File: src/inc/igfd_pkg.sv
// Summary of operation
// - Select clear: general call goes to receive FIFO.
// - Select set: hardware executes call, stores status code.
// - Hardware general call always handled transparently.
// - Transmit flush resets FIFO, FSM; keeps configuration.
// - Transmit flush crosses domains, then self-clears.
// - Receive flush resets circuitry, then self-clears.
// - Transmit DMA enable runs interface; resets to zero.
// - DMA end-of-transfer clears transmit DMA enable.
// - Receive DMA enable runs interface; end-of-transfer clears.
package igfd_pkg;

    // ------------------------------------------------------------
    // Register map
    // ------------------------------------------------------------
    localparam int IGFD_ADDR_W = 8;
    localparam int IGFD_DATA_W = 32;
    localparam logic [IGFD_ADDR_W-1:0] IGFD_CTRL_OFS = 8'h00;
    localparam logic [IGFD_ADDR_W-1:0] IGFD_STATUS_OFS = 8'h08;

    localparam int IGFD_GCSEL_BIT = 6;
    localparam int IGFD_TXFL_BIT = 7;
    localparam int IGFD_RXFL_BIT = 8;
    localparam int IGFD_TXDMA_BIT = 9;
    localparam int IGFD_RXDMA_BIT = 10;

    localparam int IGFD_CODE_W = 8;
    localparam int IGFD_DIRECT_BIT = 8;

    localparam logic IGFD_BIT_RST = 1'h0;
    localparam logic [IGFD_CODE_W-1:0] IGFD_CODE_RST = 8'h00;
    localparam logic [IGFD_DATA_W-1:0] IGFD_RD_ZERO = 32'h0000_0000;

    // ------------------------------------------------------------
    // Timing
    // ------------------------------------------------------------
    localparam int IGFD_SYS_CLK_NS = 100;
    localparam int IGFD_I2C_CLK_NS = 400;
    localparam int IGFD_I2C_DIV = IGFD_I2C_CLK_NS / IGFD_SYS_CLK_NS;
    localparam int IGFD_FLUSH_TICKS = 2;

    // ------------------------------------------------------------
    // Carriers
    // ------------------------------------------------------------
    typedef struct packed {
        logic valid;
        logic hw;
        logic [IGFD_CODE_W-1:0] code;
    } igfd_gcall_t;

    typedef struct packed {
        logic valid;
        logic [IGFD_CODE_W-1:0] data;
    } igfd_byte_t;

endpackage : igfd_pkg

File: src/hdl/igfd_tick_div.sv
module igfd_tick_div
#(
    parameter int DIV = igfd_pkg::IGFD_I2C_DIV
)
(
    input wire logic i_clk,
    input wire logic i_rst_n,
    output logic o_tick
);
    import igfd_pkg::*;

    localparam int CW = (DIV > 1) ? $clog2(DIV) : 1;
    localparam logic [CW-1:0] LAST = CW'(DIV - 1);

    logic [CW-1:0] cnt;

    always_ff @(posedge i_clk or negedge i_rst_n)
    begin
        if (!i_rst_n)
        begin
            cnt <= '0;
            o_tick <= IGFD_BIT_RST;
        end
        else
        begin
            o_tick <= (cnt == LAST);
            cnt <= (cnt == LAST) ? '0 : cnt + CW'(1);
        end
    end

endmodule : igfd_tick_div

File: src/hdl/igfd_flush_seq.sv
module igfd_flush_seq
#(
    parameter int TICKS = igfd_pkg::IGFD_FLUSH_TICKS
)
(
    input wire logic i_clk,
    input wire logic i_rst_n,
    input wire logic i_start,
    input wire logic i_tick,
    output logic o_busy
);
    import igfd_pkg::*;

    typedef enum logic [1:0] {FL_IDLE, FL_SYNC, FL_ACK} igfd_fl_state_t;

    localparam int CW = $clog2(TICKS + 1);
    localparam logic [CW-1:0] LAST = CW'(TICKS - 1);

    igfd_fl_state_t state;
    logic [CW-1:0] cnt;

    // A start while busy is ignored; the flush already in progress covers it.
    always_ff @(posedge i_clk or negedge i_rst_n)
    begin
        if (!i_rst_n)
        begin
            state <= FL_IDLE;
        end
        else
        begin
            case (state)
                FL_IDLE: if (i_start) state <= FL_SYNC;
                FL_SYNC: if (i_tick && cnt == LAST) state <= FL_ACK;
                FL_ACK: state <= FL_IDLE;
                default: state <= FL_IDLE;
            endcase
        end
    end

    always_ff @(posedge i_clk or negedge i_rst_n)
    begin
        if (!i_rst_n)
        begin
            cnt <= '0;
        end
        else if (state != FL_SYNC)
        begin
            cnt <= '0;
        end
        else if (i_tick)
        begin
            cnt <= cnt + CW'(1);
        end
    end

    assign o_busy = (state != FL_IDLE);

endmodule : igfd_flush_seq

File: src/hdl/igfd_ctrl.sv
module igfd_ctrl
(
    input wire logic i_clk,
    input wire logic i_rst_n,
    input wire logic [igfd_pkg::IGFD_ADDR_W-1:0] i_addr,
    input wire logic [igfd_pkg::IGFD_DATA_W-1:0] i_wdata,
    input wire logic i_we,
    input wire logic i_re,
    output logic [igfd_pkg::IGFD_DATA_W-1:0] o_rdata,
    input wire igfd_pkg::igfd_gcall_t i_gcall,
    output igfd_pkg::igfd_byte_t o_rx_push,
    output igfd_pkg::igfd_byte_t o_gcall_exec,
    output logic o_tx_flush,
    output logic o_rx_flush,
    input wire logic i_tx_fifo_full,
    input wire logic i_rx_fifo_empty,
    input wire logic i_dma_tx_eot,
    input wire logic i_dma_rx_eot,
    output logic o_dma_tx_req,
    output logic o_dma_rx_req,
    output logic o_tx_dma_en,
    output logic o_rx_dma_en
);
    import igfd_pkg::*;

    // ------------------------------------------------------------
    // Register decode
    // ------------------------------------------------------------
    logic ctrl_wr;
    logic status_wr;
    logic gc_sel;
    logic tx_dma_en;
    logic rx_dma_en;
    logic i2c_tick;
    logic [1:0] flush_start;
    logic [1:0] flush_busy;
    logic [IGFD_CODE_W-1:0] status_code;
    logic status_direct;
    logic direct_call;
    logic [IGFD_DATA_W-1:0] rd_ctrl;
    logic [IGFD_DATA_W-1:0] rd_status;

    assign ctrl_wr = i_we && (i_addr == IGFD_CTRL_OFS);
    assign status_wr = i_we && (i_addr == IGFD_STATUS_OFS);

    // ------------------------------------------------------------
    // Configuration bits
    // ------------------------------------------------------------
    // Flushes never touch these flops, so configuration survives them.
    always_ff @(posedge i_clk or negedge i_rst_n)
    begin
        if (!i_rst_n)
        begin
            gc_sel <= IGFD_BIT_RST;
        end
        else if (ctrl_wr)
        begin
            gc_sel <= i_wdata[IGFD_GCSEL_BIT];
        end
    end

    // ------------------------------------------------------------
    // DMA enables
    // ------------------------------------------------------------
    // End of transfer wins over a write in the same cycle.
    always_ff @(posedge i_clk or negedge i_rst_n)
    begin
        if (!i_rst_n)
        begin
            tx_dma_en <= IGFD_BIT_RST;
        end
        else if (i_dma_tx_eot)
        begin
            tx_dma_en <= IGFD_BIT_RST;
        end
        else if (ctrl_wr)
        begin
            tx_dma_en <= i_wdata[IGFD_TXDMA_BIT];
        end
    end

    always_ff @(posedge i_clk or negedge i_rst_n)
    begin
        if (!i_rst_n)
        begin
            rx_dma_en <= IGFD_BIT_RST;
        end
        else if (i_dma_rx_eot)
        begin
            rx_dma_en <= IGFD_BIT_RST;
        end
        else if (ctrl_wr)
        begin
            rx_dma_en <= i_wdata[IGFD_RXDMA_BIT];
        end
    end

    assign o_tx_dma_en = tx_dma_en;
    assign o_rx_dma_en = rx_dma_en;
    // Requests pause during a flush because the FIFO is held in reset.
    assign o_dma_tx_req = tx_dma_en && !i_tx_fifo_full && !flush_busy[0];
    assign o_dma_rx_req = rx_dma_en && !i_rx_fifo_empty && !flush_busy[1];

    // ------------------------------------------------------------
    // Flush sequencing
    // ------------------------------------------------------------
    igfd_tick_div #(
        .DIV(IGFD_I2C_DIV)
    ) u_tick (
        .i_clk(i_clk),
        .i_rst_n(i_rst_n),
        .o_tick(i2c_tick)
    );

    assign flush_start[0] = ctrl_wr && i_wdata[IGFD_TXFL_BIT];
    assign flush_start[1] = ctrl_wr && i_wdata[IGFD_RXFL_BIT];

    // Each flush waits for two of the slower I2C-side ticks before it reports done.
    for (genvar g = 0; g < 2; g++)
    begin : g_flush
        igfd_flush_seq #(
            .TICKS(IGFD_FLUSH_TICKS)
        ) u_seq (
            .i_clk(i_clk),
            .i_rst_n(i_rst_n),
            .i_start(flush_start[g]),
            .i_tick(i2c_tick),
            .o_busy(flush_busy[g])
        );
    end

    assign o_tx_flush = flush_busy[0];
    assign o_rx_flush = flush_busy[1];

    // ------------------------------------------------------------
    // General call handling
    // ------------------------------------------------------------
    assign direct_call = i_gcall.valid && !i_gcall.hw && gc_sel;

    always_ff @(posedge i_clk or negedge i_rst_n)
    begin
        if (!i_rst_n)
        begin
            o_rx_push <= '0;
            o_gcall_exec <= '0;
        end
        else
        begin
            o_rx_push.valid <= i_gcall.valid && (i_gcall.hw || !gc_sel);
            o_rx_push.data <= i_gcall.code;
            o_gcall_exec.valid <= direct_call;
            o_gcall_exec.data <= i_gcall.code;
        end
    end

    // A new direct call wins over a software clear in the same cycle.
    always_ff @(posedge i_clk or negedge i_rst_n)
    begin
        if (!i_rst_n)
        begin
            status_code <= IGFD_CODE_RST;
            status_direct <= IGFD_BIT_RST;
        end
        else if (direct_call)
        begin
            status_code <= i_gcall.code;
            status_direct <= 1'h1;
        end
        else if (status_wr && i_wdata[IGFD_DIRECT_BIT])
        begin
            status_direct <= IGFD_BIT_RST;
        end
    end

    // ------------------------------------------------------------
    // Read path
    // ------------------------------------------------------------
    always_comb
    begin
        rd_ctrl = IGFD_RD_ZERO;
        rd_ctrl[IGFD_GCSEL_BIT] = gc_sel;
        rd_ctrl[IGFD_TXFL_BIT] = flush_busy[0];
        rd_ctrl[IGFD_RXFL_BIT] = flush_busy[1];
        rd_ctrl[IGFD_TXDMA_BIT] = tx_dma_en;
        rd_ctrl[IGFD_RXDMA_BIT] = rx_dma_en;
        rd_status = IGFD_RD_ZERO;
        rd_status[IGFD_CODE_W-1:0] = status_code;
        rd_status[IGFD_DIRECT_BIT] = status_direct;
    end

    always_ff @(posedge i_clk or negedge i_rst_n)
    begin
        if (!i_rst_n)
        begin
            o_rdata <= IGFD_RD_ZERO;
        end
        else if (i_re && i_addr == IGFD_CTRL_OFS)
        begin
            o_rdata <= rd_ctrl;
        end
        else if (i_re && i_addr == IGFD_STATUS_OFS)
        begin
            o_rdata <= rd_status;
        end
        else
        begin
            o_rdata <= IGFD_RD_ZERO;
        end
    end
endmodule : igfd_ctrl

File: config.mk
export PLATFORM = sky130hd
export DESIGN_NAME = igfd_ctrl
export DESIGN_NICKNAME = d
export VERILOG_FILES = /design/src/inc/igfd_pkg.sv /design/src/hdl/igfd_tick_div.sv /design/src/hdl/igfd_flush_seq.sv /design/src/hdl/igfd_ctrl.sv
export SDC_FILE = /design/constraint.sdc
export NUM_CORES = 1
export LEC_CHECK = 0
export BUFFER_PORTS_ARGS = -buffer_cell sky130_fd_sc_hd__buf_2
export CAP_MARGIN = 0
export CORE_MARGIN = 3
export CORE_UTILIZATION = 42
export DETAILED_ROUTE_END_ITERATION = 8
export GPL_ROUTABILITY_DRIVEN = 1
export PLACE_DENSITY = 0.76
export SLEW_MARGIN = 20
export SYNTH_ARGS = -nofsm -noshare
export SYNTH_HDL_FRONTEND = slang
export SYNTH_HIERARCHICAL = 1
export SYNTH_SLANG_ARGS = --single-unit
File: constraint.sdc
create_clock -name i_clk -period 1.5 [get_ports i_clk]
set_clock_uncertainty 0.15 [all_clocks]
set_input_delay 0.15 -clock i_clk [delete_from_list [all_inputs] [get_ports i_clk]]
set_output_delay 0.15 -clock i_clk [all_outputs]
set_load 0.02 [all_outputs]
==> metrics.md <==
| Metric | Value |
|---|---|
| Initial antenna violation count | 0 |
| Vias in the first global route | ~1300 |
| Antenna cells | 0 |
| Period Utilization, post-route | 104% |
| Setup Viol. Count Final | 3 |
| Crit path arrival time | 1260 ps |
| Met3 Use GR | 3.72% |
| Final Slew Violations | 0 |
| Antenna-violating nets left | 0 |
| Util after Layout | between 60% and 70% |
| Run status | complete, but fails checks |
| CTS tree | yes |
| Clock Sinks | 44 |
| Synth top area share | 58.9% |
| Clk root buf | clkbuf_8 |
| Setup crit end kind | output pin |
| Setup crit start kind | register |
| Post-layout minimum cycle time | 1560 ps |
| Syn Inst Count | around 150 |
| Global Route Usage Sum | 14.9% |
| Number of max-cap violations | 0 |
| Clock transition at path regs | 80 ps |
| CTS max path bufs | 2 |
| RePlAce Congestion | 0.686 |
| Input/output buffers | 65 |
| Overflow after GRT | 0 |
| Max Freq | 640 MHz |
| Iter 0 DRT Violations | 55 |
| Post-route setup TNS | -110 ps |
| Via count | 1305 |
| Number of placed I/O pins | 114 |
| Grt met2 use | between 20% and 30% |
| Met1 usage | 18.1% |
| Critical path, cell by cell | or2_4 -> nor3b_2 -> buf_4 |
| Hold Fails Final Rpt | 0 |
| Setup WS pre-CTS | -131 ps |
| Violated checks | negative setup slack |
| HP Class | in2reg |
| Largest net degree at the start of global routing | 31 |
| Synth area leaders | dfrtp_1, buf_4, mux2_2 |
| Critical Path Fanout Max | 2 |
| Non-filler cells in the finished layout | roughly 300 |
| Critical Path Max Stage Delay | 390 ps |
| Die ar. | 5280 um^2 |
| Seq/Total Area, Yosys | ~60% |
| Crit path buf inv count | 1 |
| Die Span X | 72.7 um |
| Row cnt | 23 |
| Final worst slack | -63.3 ps |
| RSZ-0062 raised after global routing | true |
| Ys Warns | 6 |
| Worst skew pair latency | 300 ps |
| Post-Syn Area per Cell | 12.1 um^2 |
| GR peak layer | met2 |
| Post-synthesis cell area | 1870 um^2 |
| CP top delay family | simple AND/OR/NAND/NOR gates |
| Largest area contributor in the netlist | dfrtp_1 |
| Cell Pwr Density | 928 nW/um^2 |
| TritonCTS Buffers | 5 |
| Synthesized flop and latch total | 44 |
| Crit-path slowest cell | dfrtp_1 |
| CORE AREA | between 4000 and 5000 um^2 |
| Dpl hpwl | 2.58 mm |
| Share of cells above drive strength 1 | 41.3% |
| Static Leak | 1.36 nW |
| CP required | 1200 ps |
| WS Path Type | reg2out |
| Total iterations of the first detailed-routing run | 4 |
| Initial Util | a little under half |
| Drt wl/cell | 12.3 um |
| Total Routed Length | around 3.7 mm |
| Post-Place Cells | 265 |
| Area Growth Syn to Fin | 35.0% |
| Net total in the final layout | 307 |
| Drt drc | 0 |
| H-tree levels | 2 |
| Die Y | approximately 73 um |
| Max VDD drop | 0.657 mV |
| First-pass GRT wire length | 5.90 mm |
| DR vias/cell | between 4 and 5 |
| Post-synthesis cell type count | 26 |
flip-flops by register name, indices dropped and copies added (netlist names):
signal,flops
o_rdata,11
o_rx_push,1
o_gcall_exec,9
o_rx_dma_en,1
gc_sel,1
o_tx_dma_en,1
status_direct,1
u_tick/o_tick,1
status_code,8
g_flush.u_seq/cnt,4
g_flush.u_seq/state,4
u_tick/cnt,2
stage by stage:
step / total power (W) / hold WS, ps / area, um^2
floorplan: 0.00152 / -296 / 1950
global placement: 0.00158 / -57.0 / 2180
detailed placement: 0.00159 / -53.8 / 2180
CTS: 0.00237 / 39.2 / 2510
global route: 0.00245 / 57.7 / 2520
finish: 0.00234 / 46.7 / 2520
kinds of logic (layout without fill, tap and decap cells):
group                      count (synthesis)  in the layout  synth area share [%]
adders and majority gates                  3              3                  2.01
other                                      1             21                 0.201
muxes                                     14             14                  8.31
DFF                                       44             44                  58.9
AOI/OAI and AO/OA                          6              6                  2.55
buffers and inverters                     42            115                  14.3
and+or+nand+nor                           42             42                  12.7
xor gates and xnor gates                   2              2                 0.938
power breakdown:
group	internal, W	total (W)	switching [W]
logic	0.000154	0.000337	0.000183
registers	0.00125	0.00128	0.0000303
clock network	0.000325	0.000726	0.000401
total	0.00173	0.00234	0.000614
per-layer routing:
metal  wire [um]  vias up  part of all wire, %
met4          60        0                  1.6
met2        1820       57                   50
met5           0        -                    0
met1        1490      604                   41
met3         287        7                  7.9
li1            -      637                    -
worst min-delay path, stage by stage:
cell and delay [ps]:
buf_2 100, nor4_4 50, nand3_1 60, a21o_1 100
cell usage after synthesis:
| master | number |
|---|---|
| dfrtp_1 | 44 |
| buf_4 | 29 |
| nor2_1 | 20 |
| inv_1 | 11 |
| mux2_2 | 8 |
| nand2b_1 | 6 |
| mux2i_1 | 5 |
| nor3b_1 | 4 |
| ha_1 | 3 |
| a211oi_1 | 2 |
| a311oi_1 | 2 |
| and3_1 | 2 |
| nand2_1 | 2 |
| nand3_1 | 2 |
| or2_1 | 2 |
| xnor2_1 | 2 |
| a21boi_0 | 1 |
| a21o_1 | 1 |
| buf_2 | 1 |
| clkbuf_1 | 1 |
| conb_1 | 1 |
| mux2_4 | 1 |
| nand4_1 | 1 |
| nand4b_2 | 1 |
| nor3_2 | 1 |
| nor4_4 | 1 |
final cells by class:
cell class	instances	area [um^2]
sequential	44	1100
multi-input combinational	88	589
inverter	11	41.3
timing repair buffer	96	641
clock buffer	5	68.8
fill	363	1620
clock inverter	3	18.8
tap	50	62.6
cells in the final DEF, fill, tap and decap left out, drive strengths merged:
| master | count |
|---|---|
| a211oi | 2 |
| a21boi | 1 |
| a21o | 1 |
| a311oi | 2 |
| and3 | 2 |
| buf | 78 |
| clkbuf | 5 |
| clkinv | 3 |
| conb | 21 |
| dfrtp | 44 |
| dlygate4sd3 | 18 |
| ha | 3 |
| inv | 11 |
| mux2 | 9 |
| mux2i | 5 |
| nand2 | 2 |
| nand2b | 6 |
| nand3 | 2 |
| nand4 | 1 |
| nand4b | 1 |
| nor2 | 20 |
| nor3 | 1 |
| nor3b | 4 |
| nor4 | 1 |
| or2 | 2 |
| xnor2 | 2 |
worst paths after layout:
path	end	slack, ps	cells after the start	startpoint
worst max-delay path	o_dma_rx_req	-60	3	g_flush[1].u_seq/state[0]
worst min-delay path	status_direct	50	4	i_addr[0]
worst max register to register	status_code[4]	170	3	gc_sel
worst min register to register	u_tick/cnt[0]	290	1	u_tick/cnt[0]
max in group asynchronous	g_flush[0].u_seq/cnt[0]	570	3	i_rst_n
min in group asynchronous	gc_sel	150	2	i_rst_n
timing repair:
| item | in CTS | in global routing |
|---|---|---|
| pin swaps | 3 | 0 |
| setup endpoints to repair | 2 | 5 |
| buffers inserted | 6 | 0 |
| hold endpoints to repair | 64 | 0 |
| resized for setup | 8 | 2 |
| hold buffers | 18 | 0 |
No activity file was read; power rests on OpenSTA's default activity.
